--- src/std_irq_pkg.sv ---
// Shared constants for the standard interrupt channel block
package std_irq_pkg;

  // Channel count and code widths
  localparam int unsigned NUM_CHANNELS = 9;          // E0..H1 then I0
  localparam int unsigned LOW_CHANNELS = 8;          // Channels held in the low registers
  localparam int unsigned CODE_W       = 4;          // Arbitration winner code width
  localparam int unsigned PRIO_W       = 3;          // Full priority width

  // Register indices; byte address is four times the index
  localparam logic [7:0] IDX_CHAN_I_MASK          = 8'hF5;
  localparam logic [7:0] IDX_CHAN_E_H_MASK        = 8'hF6;
  localparam logic [7:0] IDX_CHAN_I_EDGE_SELECT   = 8'hF7;
  localparam logic [7:0] IDX_CHAN_E_H_EDGE_SELECT = 8'hF8;
  localparam logic [7:0] IDX_CHAN_I_PENDING       = 8'hF9;
  localparam logic [7:0] IDX_CHAN_E_H_PENDING     = 8'hFA;
  localparam logic [7:0] IDX_VECTOR_AND_WINNER    = 8'hFB;
  localparam logic [7:0] IDX_CHAN_I_PRIORITY      = 8'hFC;
  localparam logic [7:0] IDX_CHAN_E_H_PRIORITY    = 8'hFD;
  localparam logic [7:0] IDX_CHAN_I_OVERRUN       = 8'hFE;
  localparam logic [7:0] IDX_CHAN_E_H_OVERRUN     = 8'hFF;
  localparam logic [7:0] IDX_IRQ_STATUS           = 8'hF0;
  localparam logic [7:0] IDX_IRQ_MASK             = 8'hF1;

  // Address decode: index sits in byte address bits 9:2
  localparam int unsigned IDX_LSB = 2;
  localparam int unsigned IDX_MSB = 9;

  // Field positions
  localparam int unsigned VEC_LSB    = 5;            // Vector MSBs at 7:5
  localparam int unsigned WIN_LSB    = 1;            // Winner code at 4:1
  localparam int unsigned I_CHANNEL  = 8;            // Channel I0 index and code

  // Reset values
  localparam logic [7:0]        RST_ZERO     = 8'h00;
  localparam logic [7:0]        RST_PRIORITY = 8'hFF;
  localparam logic [2:0]        RST_VECTOR   = 3'h0;
  localparam logic [CODE_W-1:0] RST_WINNER   = 4'hF;

  // AHB-Lite encodings
  localparam logic [1:0] HTRANS_NONSEQ = 2'h2;
  localparam logic       HRESP_OKAY    = 1'b0;

endpackage

--- src/std_irq_prio_overrun.sv ---
`timescale 1ns/1ps
`default_nettype none
// How it works
// Priority is three bits, low bit is parity
// Priority {upper, lower, parity}; zero is highest
// Channel I pair field in bits 1:0
// Pairs H,G,F,E at 7:6,5:4,3:2,1:0
// Priority fields changed only by software writes
// Priority registers reset to all ones
// Channel I overrun on edge while pending
// E0..H1 overrun on edge while pending
// Overrun registers read-only, reset to zero
// Channel registers at consecutive indices
// Edge sets pending, acknowledge clears, mask gates
// Edge select zero falling, one rising
// Winner code latched at arbitration start
// Overrun clears when pending clears, edge wins
module std_irq_prio_overrun #(
  parameter int unsigned NUM_CH = std_irq_pkg::NUM_CHANNELS
) (
  // Clock and reset
  input  wire logic        hclk,
  input  wire logic        hresetn,
  // AHB-Lite slave
  input  wire logic        hsel,
  input  wire logic [31:0] haddr,
  input  wire logic [1:0]  htrans,
  input  wire logic        hwrite,
  input  wire logic [2:0]  hsize,
  input  wire logic [31:0] hwdata,
  input  wire logic        hready,
  output logic [31:0]      hrdata,
  output logic             hreadyout,
  output logic             hresp,
  // Interrupt lines, index 0..7 = E0..H1, 8 = I0
  input  wire logic [8:0]  int_lines,
  // CPU arbitration side
  input  wire logic        arbitration_cycle_start,
  input  wire logic        int_ack,
  output logic             int_request,
  output logic [3:0]       arb_winner,
  output logic             arb_valid,
  // Summary interrupt
  output logic             irq
);

  // The register map is fixed at nine channels; a wrong value is refused
  // while the design is elaborated, before any cycle can run
  if (NUM_CH != std_irq_pkg::NUM_CHANNELS) begin : g_bad_num_ch
    $error("NUM_CH must equal the nine channels of the register map");
  end

  // Software-held registers
  logic       mask_i;           // Channel I mask bit
  logic [7:0] mask_eh;          // Channel E..H mask bits
  logic       edge_i;           // Channel I edge select
  logic [7:0] edge_eh;          // Channel E..H edge selects
  logic [1:0] prio_i;           // Channel I pair priority field
  logic [7:0] prio_eh;          // Pairs E..H priority fields
  logic [2:0] vector_msb;       // Vector bits 7:5
  logic [8:0] irq_status;       // Sticky overrun events
  logic [8:0] irq_mask;         // Enables for irq_status

  // Channel state
  logic [8:0] pending;
  logic [8:0] overrun;
  logic [8:0] overrun_event;
  logic [8:0] ack_clear;
  logic [8:0] mask_all;
  logic [8:0] edge_all;

  // Data phase of the bus
  logic       dp_write;         // Write data phase under way
  logic [7:0] dp_index;         // Register index of that write
  logic       dp_mapped;        // Address fell in the register window
  logic [7:0] wbyte;            // Written byte

  // Write strobes, one per register
  logic       wr_mask_i;
  logic       wr_mask_eh;
  logic       wr_edge_i;
  logic       wr_edge_eh;
  logic       wr_pend_i;
  logic       wr_pend_eh;
  logic       wr_vector;
  logic       wr_prio_i;
  logic       wr_prio_eh;
  logic       wr_status;
  logic       wr_irq_mask;

  // Address phase
  logic       ap_take;          // A transfer is taken this cycle
  logic [7:0] ap_index;
  logic       ap_mapped;
  logic [7:0] rd_value;         // Read value of the addressed register

  // Arbitration
  logic [2:0] chan_prio [9];    // Full priority per channel
  logic [3:0] best_code;        // Current best requesting channel
  logic       best_valid;       // At least one request
  logic [2:0] best_prio;

  assign hreadyout = 1'b1;                        // Zero wait states
  assign hresp     = std_irq_pkg::HRESP_OKAY;
  assign mask_all  = {mask_i, mask_eh};
  assign edge_all  = {edge_i, edge_eh};
  assign wbyte     = hwdata[7:0];

  // Address phase decode; bits above the index window must be zero
  assign ap_take   = hsel && hready && (htrans == std_irq_pkg::HTRANS_NONSEQ);
  assign ap_index  = haddr[std_irq_pkg::IDX_MSB:std_irq_pkg::IDX_LSB];
  assign ap_mapped = (haddr[31:std_irq_pkg::IDX_MSB+1] == 22'h000000) && (haddr[1:0] == 2'h0);

  // Remember a write until its data phase
  always_ff @(posedge hclk or negedge hresetn) begin
    if (!hresetn) begin
      dp_write  <= 1'b0;
      dp_index  <= 8'h00;
      dp_mapped <= 1'b0;
    end else if (hready) begin
      dp_write  <= ap_take && hwrite;
      dp_index  <= ap_index;
      dp_mapped <= ap_mapped;
    end
  end

  // Write strobes; the overrun registers have none, so writes there are dropped
  always_comb begin
    wr_mask_i   = 1'b0;
    wr_mask_eh  = 1'b0;
    wr_edge_i   = 1'b0;
    wr_edge_eh  = 1'b0;
    wr_pend_i   = 1'b0;
    wr_pend_eh  = 1'b0;
    wr_vector   = 1'b0;
    wr_prio_i   = 1'b0;
    wr_prio_eh  = 1'b0;
    wr_status   = 1'b0;
    wr_irq_mask = 1'b0;
    if (dp_write && dp_mapped) begin
      case (dp_index)
        std_irq_pkg::IDX_CHAN_I_MASK:          wr_mask_i   = 1'b1;
        std_irq_pkg::IDX_CHAN_E_H_MASK:        wr_mask_eh  = 1'b1;
        std_irq_pkg::IDX_CHAN_I_EDGE_SELECT:   wr_edge_i   = 1'b1;
        std_irq_pkg::IDX_CHAN_E_H_EDGE_SELECT: wr_edge_eh  = 1'b1;
        std_irq_pkg::IDX_CHAN_I_PENDING:       wr_pend_i   = 1'b1;
        std_irq_pkg::IDX_CHAN_E_H_PENDING:     wr_pend_eh  = 1'b1;
        std_irq_pkg::IDX_VECTOR_AND_WINNER:    wr_vector   = 1'b1;
        std_irq_pkg::IDX_CHAN_I_PRIORITY:      wr_prio_i   = 1'b1;
        std_irq_pkg::IDX_CHAN_E_H_PRIORITY:    wr_prio_eh  = 1'b1;
        std_irq_pkg::IDX_IRQ_STATUS:           wr_status   = 1'b1;
        std_irq_pkg::IDX_IRQ_MASK:             wr_irq_mask = 1'b1;
        default: begin
          // Unmapped or read-only: write ignored
        end
      endcase
    end
  end

  // Mask registers
  always_ff @(posedge hclk or negedge hresetn) begin
    if (!hresetn) begin
      mask_i  <= 1'b0;
      mask_eh <= std_irq_pkg::RST_ZERO;
    end else begin
      if (wr_mask_i) begin
        mask_i <= wbyte[0];
      end
      if (wr_mask_eh) begin
        mask_eh <= wbyte;
      end
    end
  end

  // Edge select registers
  always_ff @(posedge hclk or negedge hresetn) begin
    if (!hresetn) begin
      edge_i  <= 1'b0;
      edge_eh <= std_irq_pkg::RST_ZERO;
    end else begin
      if (wr_edge_i) begin
        edge_i <= wbyte[0];
      end
      if (wr_edge_eh) begin
        edge_eh <= wbyte;
      end
    end
  end

  // Priority fields: only a bus write moves them
  always_ff @(posedge hclk or negedge hresetn) begin
    if (!hresetn) begin
      prio_i  <= std_irq_pkg::RST_PRIORITY[1:0];
      prio_eh <= std_irq_pkg::RST_PRIORITY;
    end else begin
      if (wr_prio_i) begin
        prio_i <= wbyte[1:0];
      end
      if (wr_prio_eh) begin
        prio_eh <= wbyte;
      end
    end
  end

  // Vector bits; the winner field is owned by hardware
  always_ff @(posedge hclk or negedge hresetn) begin
    if (!hresetn) begin
      vector_msb <= std_irq_pkg::RST_VECTOR;
    end else if (wr_vector) begin
      vector_msb <= wbyte[7:std_irq_pkg::VEC_LSB];
    end
  end

  // Acknowledge clears the channel that won the latched arbitration
  always_comb begin
    ack_clear = 9'h000;
    if (int_ack && arb_valid && (arb_winner <= 4'(std_irq_pkg::I_CHANNEL))) begin
      ack_clear[arb_winner] = 1'b1;
    end
  end

  // One channel slice per interrupt line
  genvar gi;
  generate
    for (gi = 0; gi < NUM_CH; gi++) begin : g_chan
      std_irq_channel u_chan (
        .hclk          (hclk),
        .hresetn       (hresetn),
        .line          (int_lines[gi]),
        .rising_sel    (edge_all[gi]),
        .hold_off      ((gi == std_irq_pkg::I_CHANNEL) ? wr_edge_i : wr_edge_eh),
        .soft_write    ((gi == std_irq_pkg::I_CHANNEL) ? wr_pend_i : wr_pend_eh),
        .soft_value    ((gi == std_irq_pkg::I_CHANNEL) ? wbyte[0] : wbyte[gi % 8]),
        .ack_clear     (ack_clear[gi]),
        .pending       (pending[gi]),
        .overrun       (overrun[gi]),
        .overrun_event (overrun_event[gi])
      );
      // Priority: two software bits above the hardware parity bit
      if (gi == std_irq_pkg::I_CHANNEL) begin : g_prio_i
        assign chan_prio[gi] = {prio_i, 1'b0};
      end else begin : g_prio_eh
        assign chan_prio[gi] = {prio_eh[2*(gi/2)+1], prio_eh[2*(gi/2)], 1'(gi % 2)};
      end
    end
  endgenerate

  // Lowest priority value wins; ties go to the lower channel code
  always_comb begin
    best_valid = 1'b0;
    best_code  = std_irq_pkg::RST_WINNER;
    best_prio  = 3'h7;
    for (int i = 0; i < NUM_CH; i++) begin
      if (pending[i] && mask_all[i] && (!best_valid || (chan_prio[i] < best_prio))) begin
        best_valid = 1'b1;
        best_code  = 4'(i);
        best_prio  = chan_prio[i];
      end
    end
  end

  assign int_request = best_valid;

  // Winner latched once per arbitration cycle; later requests wait
  always_ff @(posedge hclk or negedge hresetn) begin
    if (!hresetn) begin
      arb_winner <= std_irq_pkg::RST_WINNER;
      arb_valid  <= 1'b0;
    end else if (arbitration_cycle_start) begin
      arb_winner <= best_code;
      arb_valid  <= best_valid;
    end else if (int_ack) begin
      arb_valid  <= 1'b0;
    end
  end

  // Sticky overrun events, cleared by writing one; a new event wins
  // Written bits sit where they read back: 7:0 are E0..H1, bit 8 is I0,
  // so software can write back what it read to clear exactly those events
  always_ff @(posedge hclk or negedge hresetn) begin
    if (!hresetn) begin
      irq_status <= 9'h000;
      irq_mask   <= 9'h000;
    end else begin
      irq_status <= (irq_status & ~(wr_status ? hwdata[8:0] : 9'h000)) | overrun_event;
      if (wr_irq_mask) begin
        irq_mask <= hwdata[8:0];
      end
    end
  end

  // Level interrupt while any enabled status bit stands
  always_ff @(posedge hclk or negedge hresetn) begin
    if (!hresetn) begin
      irq <= 1'b0;
    end else begin
      irq <= |(irq_status & irq_mask);
    end
  end

  // Read multiplexer, consecutive channel register indices
  always_comb begin
    rd_value = 8'h00;
    case (ap_index)
      std_irq_pkg::IDX_CHAN_I_MASK:          rd_value = {7'h00, mask_i};
      std_irq_pkg::IDX_CHAN_E_H_MASK:        rd_value = mask_eh;
      std_irq_pkg::IDX_CHAN_I_EDGE_SELECT:   rd_value = {7'h00, edge_i};
      std_irq_pkg::IDX_CHAN_E_H_EDGE_SELECT: rd_value = edge_eh;
      std_irq_pkg::IDX_CHAN_I_PENDING:       rd_value = {7'h00, pending[8]};
      std_irq_pkg::IDX_CHAN_E_H_PENDING:     rd_value = pending[7:0];
      std_irq_pkg::IDX_VECTOR_AND_WINNER:    rd_value = {vector_msb, arb_winner, 1'b0};
      std_irq_pkg::IDX_CHAN_I_PRIORITY:      rd_value = {6'h3F, prio_i};
      std_irq_pkg::IDX_CHAN_E_H_PRIORITY:    rd_value = prio_eh;
      std_irq_pkg::IDX_CHAN_I_OVERRUN:       rd_value = {7'h00, overrun[8]};
      std_irq_pkg::IDX_CHAN_E_H_OVERRUN:     rd_value = overrun[7:0];
      std_irq_pkg::IDX_IRQ_STATUS:           rd_value = irq_status[7:0];
      std_irq_pkg::IDX_IRQ_MASK:             rd_value = irq_mask[7:0];
      default:                               rd_value = 8'h00;
    endcase
  end

  // Read data registered at the address phase, valid in the data phase
  always_ff @(posedge hclk or negedge hresetn) begin
    if (!hresetn) begin
      hrdata <= 32'h00000000;
    end else if (ap_take && !hwrite) begin
      if (!ap_mapped) begin
        hrdata <= 32'h00000000;
      end else if (ap_index == std_irq_pkg::IDX_IRQ_STATUS) begin
        hrdata <= {23'h000000, irq_status[8], rd_value};
      end else if (ap_index == std_irq_pkg::IDX_IRQ_MASK) begin
        hrdata <= {23'h000000, irq_mask[8], rd_value};
      end else begin
        hrdata <= {24'h000000, rd_value};
      end
    end
  end

endmodule
`default_nettype wire

--- src/std_irq_channel.sv ---
`timescale 1ns/1ps
`default_nettype none
// One channel: edge detect, pending bit and overrun flag
module std_irq_channel (
  // Clock and reset
  input  wire logic hclk,
  input  wire logic hresetn,
  // Interrupt source and configuration
  input  wire logic line,          // Interrupt line, synchronous level
  input  wire logic rising_sel,    // 1 rising edge, 0 falling edge
  input  wire logic hold_off,      // Edge-select write in progress
  // Pending bit control
  input  wire logic soft_write,    // Software writes the pending bit
  input  wire logic soft_value,    // Value written
  input  wire logic ack_clear,     // Interrupt acknowledge for this channel
  // State
  output logic      pending,
  output logic      overrun,
  output logic      overrun_event  // Pulse when the flag is newly hit
);

  logic prev_line;   // Line one cycle ago
  logic armed;       // Blocks a false edge in the first cycle after reset
  logic edge_seen;   // Programmed edge in this cycle
  logic next_pending;

  // Edge of the chosen polarity, lost while the edge select is written
  always_comb begin
    if (rising_sel) begin
      edge_seen = armed && !hold_off && line && !prev_line;
    end else begin
      edge_seen = armed && !hold_off && !line && prev_line;
    end
  end

  // A fresh edge always wins over any clear in the same cycle
  always_comb begin
    if (edge_seen) begin
      next_pending = 1'b1;
    end else if (soft_write) begin
      next_pending = soft_value;
    end else if (ack_clear) begin
      next_pending = 1'b0;
    end else begin
      next_pending = pending;
    end
  end

  assign overrun_event = edge_seen && pending;

  // Line history
  always_ff @(posedge hclk or negedge hresetn) begin
    if (!hresetn) begin
      prev_line <= 1'b0;
      armed     <= 1'b0;
    end else begin
      prev_line <= line;
      armed     <= 1'b1;
    end
  end

  // Pending bit
  always_ff @(posedge hclk or negedge hresetn) begin
    if (!hresetn) begin
      pending <= 1'b0;
    end else begin
      pending <= next_pending;
    end
  end

  // Overrun flag follows the pending bit down
  always_ff @(posedge hclk or negedge hresetn) begin
    if (!hresetn) begin
      overrun <= 1'b0;
    end else if (overrun_event) begin
      overrun <= 1'b1;
    end else if (pending && !next_pending) begin
      overrun <= 1'b0;
    end
  end

endmodule
`default_nettype wire

--- config.mk ---
export PLATFORM = sky130hd
export DESIGN_NAME = std_irq_prio_overrun
export DESIGN_NICKNAME = d
export VERILOG_FILES = /design/src/std_irq_pkg.sv /design/src/std_irq_prio_overrun.sv /design/src/std_irq_channel.sv
export SDC_FILE = /design/constraint.sdc
export NUM_CORES = 1
export LEC_CHECK = 0
export BUFFER_PORTS_ARGS = -buffer_cell sky130_fd_sc_hd__buf_2
export CAP_MARGIN = 10
export CORE_ASPECT_RATIO = 1.5
export CORE_UTILIZATION = 35
export DETAILED_ROUTE_END_ITERATION = 10
export GPL_TIMING_DRIVEN = 0
export MAX_ROUTING_LAYER = met4
export PLACE_DENSITY = 0.62
export SKIP_CTS_REPAIR_TIMING = 1
export SLEW_MARGIN = 0
export SYNTH_ARGS = -nofsm -noshare
export SYNTH_HDL_FRONTEND = slang
export SYNTH_HIERARCHICAL = 1
export SYNTH_SLANG_ARGS = --single-unit
--- constraint.sdc ---
create_clock -name hclk -period 8.2 [get_ports hclk]
set_input_delay 1.64 -clock hclk [delete_from_list [all_inputs] [get_ports hclk]]
set_output_delay 1.64 -clock hclk [all_outputs]
set_load 0.01 [all_outputs]
Yosys cells after proc, flatten, opt, wreduce, memory -nomap -nowiden. Index checks and enable logic that the tools add are counted.

Register bits: 125. Bits in latches: 0. Bits in writable memories: 0. Memory bits (read-only): 0. Bits of input ports: 85. Output and inout port bits: 41. Word-level logic and storage cells: 337. Memories kept: 0.

Add/sub/neg operators: 0. Multiply operators: 0. Div/mod/pow operators: 0. Order comparisons: 11. Equal/unequal tests: 25. Shift-type cells: 0. Multiplexer cells: 112. Bitwise operators: 4. Reduce and logical (&&, ||, !) cells: 141.

Operator list (number): $eq 8x8->1 const B (24); $pmux 8 s13 (1); $mux 1 (88); $logic_and 1x1->1 (82); $mux 9 (5); $logic_not 1->1 (38); $mux 4 (9); $lt 3x3->1 (8); $mux 3 (8); $logic_not 22->1 (1); $reduce_bool 2->1 (10); $and 9x9->9 (2); $not 9->9 (1); $or 9x9->9 (1); $reduce_or 9->1 (1); $logic_or 1x1->1 (8); $lt 4x5->1 const B (1); $demux 1 s4 (1); $ge 4x1->1 const B (1); $le 4x4->1 const B (1); $eq 2x2->1 const B (1); $logic_not 2->1 (1).

Depth between registers and ports, before layout.
Depth after elaboration: 35. Depth in mapped cells: 45. Depth with buffers taken out: 45.

Cells and area by module. The synthesis kept the hierarchy.

Modules (own cells, without submodules): std_irq_prio_overrun (times used 1, cells each 470, area each 4638.2 µm², sequential area each 1869.3 µm²); std_irq_channel (times used 9, cells each 15, area each 178.9 µm², sequential area each 100.1 µm²).

Worst setup path after synthesis. OpenSTA, ideal clock, no wires.

Kind: reg2reg. Start: reg g_chan[0].u_chan.pending. End: reg arb_winner[2]. Library setup time: 0.079 ns. Arrival time: 8.003 ns. Required time: 8.121 ns. Setup slack: 0.118 ns. Stages on the path, launching flop included: 45. Path buffers: 0. Period minus slack after synthesis: 8.082 ns. Cells stage by stage: dfrtp_1 -> a22oi_2 -> nor2_1 -> ha_1 -> a311oi_2 -> o31ai_2 -> nor2_1 -> a21oi_1 -> inv_1 -> ha_1 -> o21ai_0 -> a21oi_1 -> and2_1 -> mux2_2 -> inv_1 -> ha_1 -> a21oi_1 -> a21oi_1 -> [9 not listed] -> a21oi_1 -> ha_1 -> a21o_1 -> a21oi_1 -> o21ai_1 -> o211ai_1 -> ha_1 -> nor2_1 -> nor2_1 -> a21oi_2 -> nand2_1 -> o21a_1 -> ha_1 -> a21oi_1 -> nor2_1 -> o21ai_0 -> o41ai_2 -> a22o_1.

Cells in the longest elaborated chain, start to end: 34. Elaborated cells on any way between the ends: 58. Classes of those cells: order compare: 8; mux: 25; reduce/logical: 25.

RTL lines: start: declaration (line std_irq_channel.sv:17) `output logic pending,`; start signal: assignment (line std_irq_channel.sv:67) `pending <= next_pending;`; $logic_and 1x1->1 (*) (line std_irq_prio_overrun.sv:254) `if (pending[i] && mask_all[i] && (!best_valid || (chan_prio[i] < best_prio))) begin`; $mux 3 or $mux 1 (tied branches) (line std_irq_prio_overrun.sv:254); $lt 3x3->1 or $logic_not 1->1 (tied branches) (line std_irq_prio_overrun.sv:254); $logic_or 1x1->1 (line std_irq_prio_overrun.sv:254); $logic_and 1x1->1 (line std_irq_prio_overrun.sv:254); $mux 3 or $mux 1 (tied branches) (line std_irq_prio_overrun.sv:254); $lt 3x3->1 or $logic_not 1->1 (tied branches) (line std_irq_prio_overrun.sv:254); $logic_or 1x1->1 (line std_irq_prio_overrun.sv:254); [18 not listed]; $lt 3x3->1 or $logic_not 1->1 (tied branches) (line std_irq_prio_overrun.sv:254); $logic_or 1x1->1 (line std_irq_prio_overrun.sv:254); $logic_and 1x1->1 (line std_irq_prio_overrun.sv:254); $mux 3 or $mux 1 (tied branches) (line std_irq_prio_overrun.sv:254); $lt 3x3->1 or $logic_not 1->1 (tied branches) (line std_irq_prio_overrun.sv:254); $logic_or 1x1->1 (line std_irq_prio_overrun.sv:254); $logic_and 1x1->1 (line std_irq_prio_overrun.sv:254); $mux 4 (*) (line std_irq_prio_overrun.sv:254); end signal: assignment (line std_irq_prio_overrun.sv:267) `arb_winner <= std_irq_pkg::RST_WINNER;`; end signal: assignment (line std_irq_prio_overrun.sv:270) `arb_winner <= best_code;`; end: declaration (line std_irq_prio_overrun.sv:41) `output logic [3:0] arb_winner,`.

Mark *: on every way between the ends. The rest lies on a longest branch, timed or not. A chain may end at the register's enable or synchronous reset.

Worst setup path in the final report.
Start: reg g_chan[1].u_chan.pending. End: reg arb_winner[2].

Cells in the longest elaborated chain, start to end: 31. Elaborated cells on any way between the ends: 52. Classes of those cells: order compare: 7; mux: 22; reduce/logical: 23.

RTL lines (line): start: declaration (std_irq_channel.sv:17); start signal: assignment (std_irq_channel.sv:67); $logic_and 1x1->1 (*) (2 in series) (std_irq_prio_overrun.sv:254); $mux 3 or $mux 1 (tied branches) (std_irq_prio_overrun.sv:254); $lt 3x3->1 or $logic_not 1->1 (tied branches) (std_irq_prio_overrun.sv:254); $logic_or 1x1->1 (std_irq_prio_overrun.sv:254); $logic_and 1x1->1 (std_irq_prio_overrun.sv:254); $mux 3 or $mux 1 (tied branches) (std_irq_prio_overrun.sv:254); $lt 3x3->1 or $logic_not 1->1 (tied branches) (std_irq_prio_overrun.sv:254); $logic_or 1x1->1 (std_irq_prio_overrun.sv:254); [14 not listed]; $lt 3x3->1 or $logic_not 1->1 (tied branches) (std_irq_prio_overrun.sv:254); $logic_or 1x1->1 (std_irq_prio_overrun.sv:254); $logic_and 1x1->1 (std_irq_prio_overrun.sv:254); $mux 3 or $mux 1 (tied branches) (std_irq_prio_overrun.sv:254); $lt 3x3->1 or $logic_not 1->1 (tied branches) (std_irq_prio_overrun.sv:254); $logic_or 1x1->1 (std_irq_prio_overrun.sv:254); $logic_and 1x1->1 (std_irq_prio_overrun.sv:254); $mux 4 (*) (std_irq_prio_overrun.sv:254).

Marked as above.

==> flow_summary.toml <==
[outcome]
status = "finished, violations left"
violations = "design-rule violations"

[synth]
synth_fa_ha_area_frac = 0.0220
yosys_register_bits = 110
synthSimpleGateAreaFrac = 0.190
synth_area_leader_cell = "dfrtp_1"
synthXorXnorAreaFrac = 0
synth_compound_area_frac = 0.175
synth_mux_area_frac = 0.118
ys.flop_type = "dfrtp_1"
synth_cell_types = 73
synth-edff-count = 0
syn_inst = 605
synth_top_area_share = 0.384
yosysSeqAreaShare = 0.443
yosys_warnings = 6
async_reset_ff_frac = 1.00
synth_area_per_cell_um2 = 10.3
synth_top_family_by_area = "simple AND/OR/NAND/NOR gates"
synthTopCellsByArea = "dfrtp_1 38%, mux2_2 9.9%, dfstp_2 5.9%"
synth_area_um2 = 6250

[cells_and_area]
nFillCells = 1738
final_common_cell = "dfrtp_1"
layout_common_cells = "93 x dfrtp_1, 73 x buf_2, 60 x nand2_1"
layout.nets = 834
syn_to_final_growth_pct = 24.0
antenna_cells = 0
drive_above_1_share = 0.402

[clock_network]
tritoncts = "done"
clock_path_buffers = 2
clock_latency_ns = 0.36
cts-buffers-inserted = 9
clock-root-buffer = "clkbuf_16"
clock-sinks = 110
htree_levels = 3
clkTransAtPathRegs_ns = 0.08

[power]
power_mw = 1.15
combPwrFrac = 0.091
seq_power_share = 0.499
total_leakage_power_nw = 3.39
ir_worst_vdd_mv = 0.0902
p_sw_mw = 0.290
p_sw_frac = 0.253
clkPwrFrac = 0.409
intPower_mw = 0.856
power_density_nw_per_um2 = 148

[floorplanning]
ioPinCount = 126
num_rows = 59
die-height_um = 166
coreArea_um2 = 17400
dieWidth_um = 111
dieArea_um2 = 18400
start_util = 0.359

[global_route]
first_global_vias = 4803
track_usage = 0.191
grt_overflow_total = 0
grt_pass1_wl_mm = 26.4
antenna_found_initial = 0
grt_max_degree = 99

[worst_setup_path]
slowest_stage = "dfrtp_2"
cp-end-kind = "register"
critPathMaxStageDelay_ns = 0.46
critical_path_arrival_ns = 8.19
critPathRequiredTime_ns = 8.49
path_max_fanout = 4
crit_type = "register to register"
r2r_cells = 42
cp-start-kind = "register"

[sta]
slew_headroom = 0.153
maxSlewViolCount = 0
finalCritPeriodShare = 0.963
fmax_ghz = 0.127
setup_violations = 0
tightest_slew_ns = 1.26
clock_skew_ns = 0.00858
whs_ns = 0.475
hold_violations = 0
post-route-min-period_ns = 7.90

[placed_design]
dp_hpwl_mm = 12.8
port_buffers = 74
gp_congestion = 0.938

[drt]
drtPass1Iterations = 8
wl_mm = 17.2
via_per_inst = 5.40
wire_per_inst_um = 18.0
num_vias = 5158
drtAntennaViolNets = 0
drtIter0Drc = 328
drcViolationCount = 12

[hold_path]
holdPathStages = 2
min_path_type = "register to register"

[job]
cap_violations = 0
==> area by class of cell <==
class,count,area [µm²],area share
multi-input combinational,469,3520,0.455
sequential,110,2770,0.358
timing repair buffer,99,592,0.0764
tap,213,267,0.0344
clock buffer,10,239,0.0308
buffer,38,236,0.0305
clock inverter,6,76.3,0.00985
inverter,11,41.3,0.00533
==> power groups by stage <==
stage | registers, mW | logic (mW) | clock network (mW)
finish | 0.572 | 0.105 | 0.469
global route | 0.574 | 0.116 | 0.497
CTS | 0.571 | 0.102 | 0.480
detailed placement | 0.582 | 0.101 | 0
global placement | 0.581 | 0.0980 | 0
floorplan | 0.577 | 0.0559 | 0
==> worst max-delay path: cells and delay by family (launching register included) <==
family / cells / cell delay [ns]
AND/OR/NAND/NOR: 10 / 1.58
multiplexers: 2 / 0.50
flip-flops: 1 / 0.46
buffers and inverters: 3 / 0.19
AO/OA/AOI/OAI: 20 / 3.23
adder cells (fa/ha/maj): 7 / 1.86
==> Yosys cell counts, drive strengths merged (3+ instances only) <==
master and count:
or3b 10, a21oi 29, mux2 55, a221o 9, ha 11, dfstp 14, and3 3, and2 14
a31oi 3, or3 4, nand3 7, buf 27, dfrtp 96, nor4 11, o221ai 3, nand3b 20
inv 11, nor2 50, a21o 10, a211oi 7, nor3 6, a311oi 3, mux2i 12, a22o 16
nand2 61, clkbuf 11, or2 4, nand2b 15, a22oi 6, a221oi 8, nand4 7, o21ai 17
conb 11
==> layer usage <==
layer  GRT usage  routed length, µm  up-vias
li1            -                  -     2439
met1       0.218               6920     2535
met2       0.335               9100      149
met3      0.0238                555       35
met4      0.0828                599        0
met5           -                  0        -
==> final timing paths <==
check                                         start                         end  slack [ns]
setup / recovery           g_chan[1].u_chan/pending               arb_winner[2]        0.30
hold / removal                            hrdata[2]                   hrdata[2]        0.47
setup reg to reg           g_chan[1].u_chan/pending               arb_winner[2]        0.30
hold reg to reg                           hrdata[2]                   hrdata[2]        0.47
max in group asynchronous                   hresetn                  mask_eh[0]        6.35
min in group asynchronous                   hresetn  g_chan[6].u_chan/prev_line        1.09
==> logic make-up (layout without fill, tap and decap cells) <==
kind of cell               Yosys count  count (layout)
DFF                                110             110
AOI/OAI and AO/OA                  135             135
muxes                               67              67
and+or+nand+nor                    222             222
buffers and inverters               49             164
other                               11              34
adders and majority gates           11              11
==> flip-flops by register name, indices dropped and copies added (netlist names) <==
signal / flops
hrdata: 9
dp_index: 8
vector_msb: 3
arb_winner: 4
mask_i: 1
g_chan.u_chan/prev_line: 9
prio_i: 2
edge_i: 1
g_chan.u_chan/pending: 9
mask_eh: 8
g_chan.u_chan/overrun: 9
arb_valid: 1
irq_mask: 9
prio_eh: 8
dp_write: 1
edge_eh: 8
g_chan.u_chan/armed: 9
irq_status: 9
dp_mapped: 1
irq: 1
==> metrics by stage <==
step                 util  cells  worst slack (ns)  instance area, µm²  setup TNS (ns)
global route        0.445    956           -0.0789                7750          -0.165
floorplan               -    628             0.118                6330               0
detailed placement  0.405    919            -0.973                7060           -3.65
finish              0.445    956             0.303                7750               0
global placement    0.400    915            -0.899                6970           -3.31
CTS                 0.423    935             -1.02                7370           -3.79
Note: power is estimated with default switching activity, not from simulation.
